--- src/hdl/mso_regs.vh ---
// Constants and register map for the motion status outputs block
`ifndef MSO_REGS_VH
`define MSO_REGS_VH
`define MSO_ADDR_CTRL 12'h000
`define MSO_ADDR_GPO 12'h004
`define MSO_ADDR_CMD 12'h008
`define MSO_ADDR_ENDAREA 12'h00C
`define MSO_ADDR_STATUS 12'h010
`define MSO_ADDR_ALARM 12'h014
`define MSO_ADDR_POSCMD 12'h018
`define MSO_ADDR_POSFB 12'h01C
`define MSO_ADDR_POSERR 12'h020
`define MSO_CTRL_END_SEL 0
`define MSO_CTRL_RDY_GATE 1
`define MSO_CMD_ALM_RESET 0
`define MSO_CMD_PAUSE 1
`define MSO_CMD_PAUSE_CANCEL 2
`define MSO_CMD_START 3
`define MSO_CMD_ABORT 4
`define MSO_CMD_FREE_SET 5
`define MSO_CMD_FREE_CLR 6
`define MSO_CMD_CUR_ON 7
`define MSO_CMD_CUR_OFF 8
`define MSO_CMD_ABS_MOVE 9
`define MSO_CMD_INC_MOVE 10
`define MSO_CMD_GOTO_ORIGIN 11
`define MSO_CMD_SET_ZERO 12
`define MSO_BLINK_ON_NS 250000000
`define MSO_BLINK_GAP_NS 1000000000
`define MSO_CLK_NS 5
`define MSO_ZERO32 32'h00000000
`endif

--- src/hdl/mso_sync.v ---
// Two flip-flop synchroniser for a bank of pin inputs
`timescale 1ns/1ps
module mso_sync #(
  parameter W = 8
) (
  input wire pclk,
  input wire presetn,
  input wire [W-1:0] din,
  output reg [W-1:0] dout
);
  reg [W-1:0] stage1;
  always @(posedge pclk or negedge presetn) begin
    if (!presetn) begin
      stage1 <= {W{1'b0}};
      dout <= {W{1'b0}};
    end else begin
      stage1 <= din;
      dout <= stage1;
    end
  end
endmodule // mso_sync

--- src/hdl/mso_blink.v ---
// Alarm indicator blinker: shows the alarm code as a burst of blinks
`timescale 1ns/1ps
`include "mso_regs.vh"
module mso_blink #(
  parameter ON_CYC = `MSO_BLINK_ON_NS / `MSO_CLK_NS,
  parameter GAP_CYC = `MSO_BLINK_GAP_NS / `MSO_CLK_NS
) (
  input wire pclk,
  input wire presetn,
  input wire [3:0] code,
  output reg led
);
  reg [31:0] timer;
  reg [4:0] phase;
  wire [4:0] last_phase;
  assign last_phase = {code, 1'b0};
  // Phase odd = lit, even = dark; after the last phase a long gap marks the burst end
  always @(posedge pclk or negedge presetn) begin
    if (!presetn) begin
      timer <= `MSO_ZERO32;
      phase <= 5'h00;
      led <= 1'b0;
    end else if (code == 4'h0) begin
      timer <= `MSO_ZERO32;
      phase <= 5'h00;
      led <= 1'b0;
    end else if (timer != `MSO_ZERO32) begin
      timer <= timer - 32'h00000001;
    end else if (phase >= last_phase) begin
      // Dark gap; a lit gap would read as one extra blink
      phase <= 5'h00;
      led <= 1'b0;
      timer <= GAP_CYC[31:0];
    end else begin
      phase <= phase + 5'h01;
      led <= ~phase[0];
      timer <= ON_CYC[31:0];
    end
  end
endmodule // mso_blink

--- src/hdl/mso_top.v ---
// Motion status outputs with APB register access
`timescale 1ns/1ps
`include "mso_regs.vh"
module mso_top #(
  parameter BLINK_ON_CYC = `MSO_BLINK_ON_NS / `MSO_CLK_NS,
  parameter BLINK_GAP_CYC = `MSO_BLINK_GAP_NS / `MSO_CLK_NS
) (
  input wire pclk,
  input wire presetn,
  input wire psel,
  input wire penable,
  input wire pwrite,
  input wire [11:0] paddr,
  input wire [31:0] pwdata,
  output reg [31:0] prdata,
  output wire pready,
  output wire pslverr,
  // Motion and sequence engine (same clock)
  input wire pulse_active,
  input wire pulse_done,
  input wire seq_executing,
  input wire seq_motion_started,
  input wire seq_last_cmd,
  input wire home_seek_done,
  input wire [3:0] alarm_cause,
  input wire alarm_cause_present,
  input wire engine_motion_req,
  input wire [31:0] feedback_position,
  input wire [31:0] engine_position_step,
  input wire engine_position_valid,
  // Pins (asynchronous)
  input wire pause_in,
  input wire pause_cancel,
  input wire start_in,
  input wire abort_in,
  input wire free_conn_in,
  input wire free_remote_in,
  input wire driver_end_in,
  input wire driver_ready_in,
  input wire driver_limit_in,
  input wire driver_moving_in,
  input wire sensorless_home_active,
  // Status outputs, one means transistor on
  output reg [3:0] general_output_n,
  output reg alarm_out,
  output reg alarm_led,
  output reg motion_end_out,
  output reg seq_running_out,
  output reg moving_out,
  output reg ready_out,
  output reg limit_condition_out,
  output reg pause_state_out,
  output reg home_found_out,
  output reg brake_release_out,
  output reg brake_release_drv_out,
  output reg motion_accept,
  output reg motion_rejected,
  output reg home_drv_moving
);
  // ------------------------------------------------------------------
  // Pin synchronisers
  // ------------------------------------------------------------------
  wire [10:0] pin_raw;
  wire [10:0] pin_s;
  assign pin_raw = {sensorless_home_active, driver_moving_in, driver_limit_in,
                    driver_ready_in, driver_end_in, free_remote_in, free_conn_in,
                    abort_in, start_in, pause_cancel, pause_in};
  mso_sync #(.W(11)) u_sync (
    .pclk(pclk),
    .presetn(presetn),
    .din(pin_raw),
    .dout(pin_s)
  );
  reg [4:0] pin_prev;
  wire [4:0] pin_rise;
  assign pin_rise = pin_s[4:0] & ~pin_prev;
  always @(posedge pclk or negedge presetn) begin
    if (!presetn) begin
      pin_prev <= 5'h00;
    end else begin
      pin_prev <= pin_s[4:0];
    end
  end

  // ------------------------------------------------------------------
  // APB slave
  // ------------------------------------------------------------------
  reg end_source_select;
  reg driver_ready_gate;
  reg [31:0] end_area_setting;
  reg [31:0] commanded_position;
  reg [3:0] gpo;
  reg [3:0] alarm_code;
  reg free_cmd;
  reg motor_current;
  reg home_valid;
  wire wr;
  wire rd_ok;
  wire [12:0] cmd;
  assign pready = 1'b1;
  assign wr = psel & penable & pwrite;
  assign rd_ok = (paddr == `MSO_ADDR_CTRL) | (paddr == `MSO_ADDR_GPO)
               | (paddr == `MSO_ADDR_CMD) | (paddr == `MSO_ADDR_ENDAREA)
               | (paddr == `MSO_ADDR_STATUS) | (paddr == `MSO_ADDR_ALARM)
               | (paddr == `MSO_ADDR_POSCMD) | (paddr == `MSO_ADDR_POSFB)
               | (paddr == `MSO_ADDR_POSERR);
  assign pslverr = psel & penable & ~rd_ok;
  assign cmd = (wr && paddr == `MSO_ADDR_CMD) ? pwdata[12:0] : 13'h0000;

  wire [31:0] position_error;
  assign position_error = commanded_position - feedback_position;
  wire [31:0] status_word;
  assign status_word = {19'h00000, home_valid, free_cmd, motor_current, brake_release_out,
                        home_found_out, pause_state_out, limit_condition_out, ready_out,
                        moving_out, seq_running_out, motion_end_out, alarm_out, 1'b0};

  always @* begin
    case (paddr)
      `MSO_ADDR_CTRL: prdata = {30'h00000000, driver_ready_gate, end_source_select};
      `MSO_ADDR_GPO: prdata = {28'h0000000, gpo};
      `MSO_ADDR_ENDAREA: prdata = end_area_setting;
      `MSO_ADDR_STATUS: prdata = status_word;
      `MSO_ADDR_ALARM: prdata = {28'h0000000, alarm_code};
      `MSO_ADDR_POSCMD: prdata = commanded_position;
      `MSO_ADDR_POSFB: prdata = feedback_position;
      `MSO_ADDR_POSERR: prdata = position_error;
      default: prdata = `MSO_ZERO32;
    endcase
  end

  always @(posedge pclk or negedge presetn) begin
    if (!presetn) begin
      end_source_select <= 1'b0;
      driver_ready_gate <= 1'b0;
      end_area_setting <= `MSO_ZERO32;
      gpo <= 4'h0;
    end else if (wr) begin
      if (paddr == `MSO_ADDR_CTRL) begin
        end_source_select <= pwdata[`MSO_CTRL_END_SEL];
        driver_ready_gate <= pwdata[`MSO_CTRL_RDY_GATE];
      end
      if (paddr == `MSO_ADDR_GPO) begin
        gpo <= (gpo & ~pwdata[7:4]) | (pwdata[3:0] & pwdata[7:4]);
      end
      if (paddr == `MSO_ADDR_ENDAREA) begin
        end_area_setting <= pwdata;
      end
    end
  end

  // ------------------------------------------------------------------
  // Alarm, current and brake
  // ------------------------------------------------------------------
  wire next_alarm;
  assign next_alarm = alarm_cause_present | (alarm_out & ~cmd[`MSO_CMD_ALM_RESET]);
  wire motion_cmd;
  assign motion_cmd = cmd[`MSO_CMD_ABS_MOVE] | cmd[`MSO_CMD_INC_MOVE]
                    | cmd[`MSO_CMD_GOTO_ORIGIN] | engine_motion_req;
  wire ready_now;
  assign ready_now = ~moving_out & ~seq_running_out & ~alarm_out
                   & (~driver_ready_gate | pin_s[7]);
  wire free_state;
  // Any one free source releases the brake, whatever the others say
  assign free_state = pin_s[4] | pin_s[5] | free_cmd;
  wire blink_led;
  mso_blink #(
    .ON_CYC(BLINK_ON_CYC),
    .GAP_CYC(BLINK_GAP_CYC)
  ) u_blink (
    .pclk(pclk),
    .presetn(presetn),
    .code(alarm_code),
    .led(blink_led)
  );
  wire at_origin;
  assign at_origin = (commanded_position == `MSO_ZERO32) & pulse_done & ~pulse_active;
  reg origin_target;

  always @(posedge pclk or negedge presetn) begin
    if (!presetn) begin
      alarm_out <= 1'b0;
      alarm_code <= 4'h0;
      motor_current <= 1'b0;
      free_cmd <= 1'b0;
    end else begin
      alarm_out <= next_alarm;
      if (alarm_cause_present) begin
        alarm_code <= alarm_cause;
      end else if (cmd[`MSO_CMD_ALM_RESET]) begin
        alarm_code <= 4'h0;
      end
      if (alarm_cause_present | cmd[`MSO_CMD_CUR_OFF]) begin
        motor_current <= 1'b0;
      end else if (cmd[`MSO_CMD_CUR_ON]) begin
        motor_current <= 1'b1;
      end
      if (cmd[`MSO_CMD_FREE_SET]) begin
        free_cmd <= 1'b1;
      end else if (cmd[`MSO_CMD_FREE_CLR]) begin
        free_cmd <= 1'b0;
      end
    end
  end

  // ------------------------------------------------------------------
  // Status outputs
  // ------------------------------------------------------------------
  wire internal_end;
  assign internal_end = pulse_done & ~pulse_active
                      & ((end_area_setting == `MSO_ZERO32)
                      | ($signed(position_error) <= $signed(end_area_setting)
                        && $signed(position_error) >= -$signed(end_area_setting)));
  wire pause_clear;
  assign pause_clear = pin_rise[1] | pin_rise[2] | pin_rise[3] | cmd[`MSO_CMD_PAUSE_CANCEL]
                     | cmd[`MSO_CMD_START] | cmd[`MSO_CMD_ABORT];

  always @(posedge pclk or negedge presetn) begin
    if (!presetn) begin
      general_output_n <= 4'h0;
      alarm_led <= 1'b0;
      motion_end_out <= 1'b0;
      seq_running_out <= 1'b0;
      moving_out <= 1'b0;
      ready_out <= 1'b0;
      limit_condition_out <= 1'b0;
      pause_state_out <= 1'b0;
      home_found_out <= 1'b0;
      home_valid <= 1'b0;
      brake_release_out <= 1'b0;
      brake_release_drv_out <= 1'b0;
      motion_accept <= 1'b0;
      motion_rejected <= 1'b0;
      home_drv_moving <= 1'b0;
      commanded_position <= `MSO_ZERO32;
      origin_target <= 1'b0;
    end else begin
      general_output_n <= gpo;
      alarm_led <= blink_led;
      motion_end_out <= end_source_select ? pin_s[6] : internal_end;
      // Last motion command of a sequence ends running at its start, not its end
      seq_running_out <= seq_executing & ~(seq_last_cmd & seq_motion_started);
      moving_out <= pulse_active;
      ready_out <= ready_now;
      limit_condition_out <= pin_s[8];
      home_drv_moving <= pin_s[10] & pin_s[9];
      motion_accept <= motion_cmd & ~moving_out & ready_now;
      motion_rejected <= motion_cmd & (moving_out | ~ready_now);
      if (pin_rise[0] | cmd[`MSO_CMD_PAUSE]) begin
        pause_state_out <= 1'b1;
      end else if (pause_clear | ~moving_out) begin
        pause_state_out <= pause_state_out & ~pause_clear;
      end
      if (home_seek_done) begin
        commanded_position <= `MSO_ZERO32;
      end else if (cmd[`MSO_CMD_SET_ZERO]) begin
        commanded_position <= `MSO_ZERO32;
      end else if (engine_position_valid) begin
        commanded_position <= commanded_position + engine_position_step;
      end
      if (home_seek_done) begin
        home_valid <= 1'b1;
        home_found_out <= 1'b1;
      end else if (pulse_active) begin
        home_found_out <= 1'b0;
      end else if (home_valid & at_origin & origin_target) begin
        home_found_out <= 1'b1;
      end
      if (cmd[`MSO_CMD_GOTO_ORIGIN] | (cmd[`MSO_CMD_ABS_MOVE] & (pwdata[31:16] == 16'h0000))) begin
        origin_target <= 1'b1;
      end else if (motion_cmd) begin
        origin_target <= 1'b0;
      end
      brake_release_out <= motor_current | free_state;
      brake_release_drv_out <= motor_current | free_state;
    end
  end
endmodule // mso_top

--- config.mk ---
export PLATFORM = sky130hd
export DESIGN_NAME = mso_top
export DESIGN_NICKNAME = d
export VERILOG_FILES = /design/src/hdl/mso_sync.v /design/src/hdl/mso_blink.v /design/src/hdl/mso_top.v
export VERILOG_INCLUDE_DIRS = /design/src /design/src/hdl
export SDC_FILE = /design/constraint.sdc
export NUM_CORES = 1
export LEC_CHECK = 0
export BUFFER_PORTS_ARGS = -buffer_cell sky130_fd_sc_hd__buf_2
export CORE_ASPECT_RATIO = 1.4
export CORE_UTILIZATION = 23
export CTS_BUF_LIST = sky130_fd_sc_hd__clkbuf_16
export DETAILED_ROUTE_END_ITERATION = 7
export GPL_ROUTABILITY_DRIVEN = 0
export PLACE_DENSITY = 0.44
export REMOVE_ABC_BUFFERS = 1
export SYNTH_ARGS = -nofsm -noshare
export SYNTH_HDL_FRONTEND = slang
export SYNTH_SLANG_ARGS = --single-unit
--- constraint.sdc ---
create_clock -name pclk -period 9.2 [get_ports pclk]
set_input_delay 1.84 -clock pclk [delete_from_list [all_inputs] [get_ports pclk]]
set_output_delay 1.84 -clock pclk [all_outputs]
set_load 0.05 [all_outputs]
* After elaboration in Yosys (flattened, before gate mapping)
Cells that the tools add are included.
Widths: inputs -> output; s select.
** Cells by class
- Add/subtract/negate cells :: 5
- $mul :: 0
- Mux-type cells :: 28
- $lt $le $gt $ge :: 3
- Divide/modulo/power cells :: 0
- Equal/unequal tests :: 9
- Shifts and indexed selects :: 0
- Bitwise logic cells :: 65
- Reduce and logical (&&, ||, !) cells :: 18
** Operator list (count)
- $pmux 32 s8 :: 1
- $mux 32 :: 5
- $logic_not 32->1 :: 2
- $eq 12x5->1 const B :: 4
- $add 32x32->32 :: 1
- $ge 32x32->1 :: 1
- $le 32x32->1 :: 1
- $neg 32->32 :: 1
- $reduce_bool 32->1 :: 1
- $sub 32x1->32 const B :: 1
- $sub 32x32->32 :: 1
- $mux 28 :: 1
- $or 1x1->1 :: 27
- $eq 12x4->1 const B :: 2
- $and 1x1->1 :: 21
- $logic_not 16->1 :: 1
- $mux 1 :: 15
- $mux 5 :: 3
- $mux 13 :: 1
- $and 4x4->4 :: 3
- $eq 12x3->1 const B :: 1
- $eq 12x6->1 const B :: 1
- $logic_not 12->1 :: 1
- $not 1->1 :: 11
- other kinds (11) :: 21
** Storage, ports and cells
- ROM bits :: 0
- Input port bits :: 137
- Memories kept :: 0
- Bits in latches :: 0
- Register bits after elaboration :: 159
- Memory bits (writable) :: 0

* Depth between registers and ports, before layout
- Depth in word-level cells :: 11
- Gate-level depth with buffers :: 20
- Gate-level depth less buffers :: 20

* Modules after synthesis
Synthesis repeated with hierarchy kept, for this count alone.
** Unflattened totals
- Cell total of the unflattened synthesis :: 1403
- Area total of the unflattened synthesis :: 12525.8 um2
** By module, submodules not included
- mso_top :: cells each 1176, instances 1, area an instance 9915.8 um2
- mso_blink :: cells each 205, instances 1, area an instance 2059.5 um2
- mso_sync :: cells each 22, instances 1, area an instance 550.5 um2

* Worst setup path after synthesis
Ideal clock, no wire load.
- Path type :: input to output
- From :: in feedback_position[20]
- To :: out prdata[31]
- Arrival time :: 4.756 ns
- Data required time :: 7.360 ns
- Path buffers :: 1
- Slack :: 2.604 ns
- Cell stages on the path :: 11
- Path through :: inv_1 ha_1 clkbuf_1 a211oi_1 o211ai_1 a41oi_1 nor2_1 o31a_1 o221ai_1 a31oi_1 o21ai_0
** On the way
- Cells in the longest elaborated chain, start to end :: 2
** RTL lines
- start: declaration :: line mso_top.v:28 : input wire [31:0] feedback_position,
- $sub 32x32->32 :: line mso_top.v:111 : assign position_error = commanded_position - feedback_position;
- $pmux 32 s8 :: line mso_top.v:118 : case (paddr)
- end: declaration :: line mso_top.v:15 : output reg [31:0] prdata,
Every way passes these cells.

* Final worst setup path
- From :: in feedback_position[0]
- To :: out prdata[28]
The elaborated chain is that of the path after synthesis.

==> impl_metrics.prom <==
# TYPE chip_impl_metric gauge
chip_impl_info{name="outcome",value="completed"} 1
chip_impl_metric{name="fp.dieArea",unit="um^2"} 56300
chip_impl_metric{name="synth.distinct_cells",unit=""} 80
chip_impl_info{name="critPathLaunchType",value="primary input"} 1
chip_impl_info{name="layout.cells.most_common_list",value="buf_2 (186), dfrtp_1 (158), ha_1 (133)"} 1
chip_impl_metric{name="initial_utilization",unit="%"} 23.4
chip_impl_info{name="root_buffer",value="clkbuf_16"} 1
chip_impl_metric{name="synthArstFlopShare",unit="%"} 100
chip_impl_metric{name="drive_above_1_share",unit="%"} 17.9
chip_impl_metric{name="mappedNetlistArea",unit="um^2"} 12700
chip_impl_metric{name="setup_violations",unit=""} 0
chip_impl_metric{name="worstSkewPairLatency",unit="ps"} 460
chip_impl_metric{name="io-pin-count",unit=""} 189
chip_impl_metric{name="placementRows",unit=""} 101
chip_impl_metric{name="worst_relative_slew_slack",unit="%"} 27.3
chip_impl_metric{name="grt_overflow_total",unit=""} 0
chip_impl_metric{name="finalPower",unit="uW"} 2720
chip_impl_metric{name="drt_iter0_drc",unit=""} 697
chip_impl_metric{name="first_pass_iters",unit=""} 6
chip_impl_metric{name="core",unit="um^2"} 54500
chip_impl_metric{name="grt_max_degree",unit=""} 88
chip_impl_info{name="most_common_cell_after_layout_fill_and_taps_aside",value="buf_2"} 1
chip_impl_info{name="end_kind",value="primary output"} 1
chip_impl_metric{name="cts.htree.levels",unit=""} 4
chip_impl_metric{name="die_x",unit="um"} 201
chip_impl_metric{name="synth_cells",unit=""} 1454
chip_impl_metric{name="tightestPinTransition",unit="ps"} 1090
chip_impl_metric{name="power_leakage",unit="uW"} 0.00705
chip_impl_metric{name="synthesis.yosys.warnings",unit=""} 0
chip_impl_metric{name="synth.ff_latch_count",unit=""} 158
chip_impl_metric{name="max_freq",unit="MHz"} 145
chip_impl_metric{name="port_buffers",unit=""} 187
chip_impl_metric{name="path_clk_slew",unit="ps"} 70
chip_impl_metric{name="grt_first_pass_wirelength",unit="um"} 70600
chip_impl_info{name="worst_hold_path_type",value="register to register"} 1
chip_impl_metric{name="power_density",unit="nW/um^2"} 181
chip_impl_metric{name="cp_data_required_time",unit="ps"} 7360
chip_impl_metric{name="tritoncts.num_buffers",unit=""} 17
chip_impl_metric{name="post_cts.repair.setup_buffers",unit=""} 0
chip_impl_metric{name="postRouteAntennaNets",unit=""} 0
chip_impl_metric{name="syn_avg_cell_area",unit="um^2"} 8.76
chip_impl_metric{name="timing.clock.skew",unit="ps"} 11.1
chip_impl_metric{name="number_of_flops_mapped_to_enable_cells_by_yosys",unit=""} 0
chip_impl_metric{name="clock_sinks",unit=""} 158
chip_impl_metric{name="seq_area_frac_synth",unit="%"} 31.0
chip_impl_metric{name="min_period",unit="ps"} 6890
chip_impl_metric{name="placed_area",unit="um^2"} 14500
chip_impl_metric{name="hold_depth",unit=""} 0
chip_impl_metric{name="rr_worst_depth",unit=""} 20
chip_impl_metric{name="routed-via-count",unit=""} 11800
chip_impl_info{name="ys_dominant_reg_cell",value="dfrtp_1"} 1
chip_impl_metric{name="grt_pass1_vias",unit=""} 11808
chip_impl_metric{name="cts_hold_buffers",unit=""} 0
chip_impl_info{name="rsz0062_at_grt",value="no"} 1
chip_impl_metric{name="worst_ir_drop_vdd",unit="uV"} 143
chip_impl_metric{name="critPathMaxFanout",unit=""} 6
chip_impl_metric{name="cts.path.max_buffers",unit=""} 2
chip_impl_metric{name="post-route-drc-count",unit=""} 0
chip_impl_info{name="clock_tree_from_tritoncts",value="built"} 1
chip_impl_metric{name="detail_route.vias_per_cell",unit=""} 5.01
chip_impl_metric{name="cap_violations",unit=""} 0
chip_impl_metric{name="period_share",unit="%"} 74.9
chip_impl_metric{name="dp_hpwl",unit="um"} 37300
chip_impl_metric{name="layout-area-overhead-vs-synth",unit="%"} 18.0
chip_impl_metric{name="tns",unit="ps"} 0
chip_impl_metric{name="final_max_slew_viol_count",unit=""} 0
chip_impl_metric{name="post_route_standard_cell_area_excluding_fillers",unit="um^2"} 15000
chip_impl_metric{name="final-hold-violation-count",unit=""} 0
chip_impl_info{name="timing_worst_setup_path_type",value="primary input to primary output"} 1
chip_impl_metric{name="antenna_violations_before_repair",unit=""} 10
chip_impl_metric{name="vertical_extent_of_the_die",unit="um"} 280
chip_impl_metric{name="avgRoutedWirePerCell",unit="um"} 19.6
chip_impl_metric{name="routed_wl",unit="um"} 46200
chip_impl_metric{name="worst-endpoint-arrival",unit="ps"} 5050
chip_impl_metric{name="cts_resized",unit=""} 0
chip_impl_metric{name="grtUsageTotal",unit="%"} 16.5
chip_impl_metric{name="finish.net_count",unit=""} 1888
==> through the flow <==
stage | hold WS, ps | std cells | setup WS [ps] | util (%)
after floorplan | 331 | 1401 | 1930 | -
after global placement | 331 | 2318 | 2430 | 26.6
after detailed placement | 335 | 2318 | 2400 | 26.6
after CTS | 346 | 2350 | 2390 | 27.6
after global routing | 358 | 2350 | 2100 | 27.6
final | 345 | 2353 | 2310 | 27.6
==> worst max-delay path, stage by stage <==
cell	delay, ps
buf_2	110
ha_1	210
fa_1	420
nor2b_1	170
o31ai_1	150
a2bb2oi_1	370
a31oi_1	240
o21ai_1	450
a31oi_1	210
or4_1	510
nand3_1	110
buf_2	260
==> registers in the layout (all words and copies together) (netlist names), 4 cells and up, named ones only <==
register,flops
u_sync.dout,11
u_blink.timer,32
pin_prev,4
end_area_setting,32
general_output_n,4
commanded_position,32
alarm_code,4
u_sync.stage1,11
u_blink.phase,5
==> area by class of cell <==
type | instances | area (um^2)
Timing Repair Buffer | 196 | 1010
Sequential cell | 158 | 3950
Clock inverter | 15 | 134
Inverter | 92 | 345
Tap cell | 721 | 902
Fill cell | 5864 | 39400
Multi-Input combinational cell | 1151 | 8260
Clock buffer | 17 | 425
Antenna cell | 3 | 7.51
==> cells in the mapped netlist, types with 13 or more instances <==
| cell | n | share of area (%) |
|---|---|---|
| a22o_1 | 13 | 0.89 |
| nand2_1 | 114 | 3.4 |
| dfrtp_1 | 158 | 31 |
| inv_1 | 91 | 2.7 |
| xnor2_1 | 76 | 5.2 |
| xor2_1 | 27 | 1.9 |
| mux2i_1 | 15 | 1.2 |
| nand3_1 | 63 | 2.5 |
| mux2_2 | 41 | 3.6 |
| o21ai_0 | 59 | 2.3 |
| nor4_1 | 29 | 1.4 |
| a221o_1 | 14 | 1.1 |
| a222oi_1 | 21 | 1.7 |
| nor2_1 | 108 | 3.2 |
| nor2b_1 | 15 | 0.74 |
| a21o_1 | 47 | 2.8 |
| clkbuf_1 | 42 | 1.2 |
| nor3_1 | 35 | 1.4 |
| a31oi_1 | 19 | 0.93 |
| or3_1 | 16 | 0.79 |
| ha_1 | 133 | 13 |
| nand4_1 | 29 | 1.4 |
| a21oi_1 | 100 | 3.9 |
==> final timing paths <==
| kind | startpoint | to | slack, ps |
|---|---|---|---|
| min reg2reg | u_sync.stage1[10]$_DFF_PN0_ | u_sync.dout[10]$_DFF_PN0_ | 350 |
| max | feedback_position[0] | prdata[28] | 2310 |
| max reg2reg | commanded_position[0]$_DFFE_PN0P_ | motion_end_out$_DFF_PN0_ | 4190 |
| max in group asynchronous | presetn | u_blink.timer[24]$_DFF_PN0_ | 6200 |
| min | u_sync.stage1[10]$_DFF_PN0_ | u_sync.dout[10]$_DFF_PN0_ | 350 |
| min in group asynchronous | presetn | u_blink.timer[6]$_DFF_PN0_ | 1460 |
==> metal layers <==
metal	GRT usage, %	wire length [um]	vias up
li1	-	-	5731
met1	20.1	19500	5650
met2	28.9	22800	338
met3	3.04	2600	71
met4	5.52	1180	10
met5	0	68	-
==> cells by family after synthesis <==
| group | after synthesis | share of synthesized area (%) |
|---|---|---|
| AO/OA/AOI/OAI | 375 | 20.1 |
| XOR/XNOR | 103 | 7.08 |
| adder cells (fa/ha/maj) | 135 | 13.4 |
| buffers and inverters | 145 | 4.34 |
| flip-flops | 158 | 31.0 |
| multiplexers | 56 | 4.80 |
| other | 1 | 0.0294 |
| AND/OR/NAND/NOR | 481 | 19.2 |
==> report_power, final <==
group / internal [uW] / switching (uW) / total, uW / leakage (uW)
clock: 355 / 336 / 691 / 0.000271
combinational: 475 / 651 / 1130 / 0.00471
sequential: 782 / 118 / 900 / 0.00207
total: 1610 / 1110 / 2720 / 0.00705
Note: power is estimated with default switching activity, not from simulation.
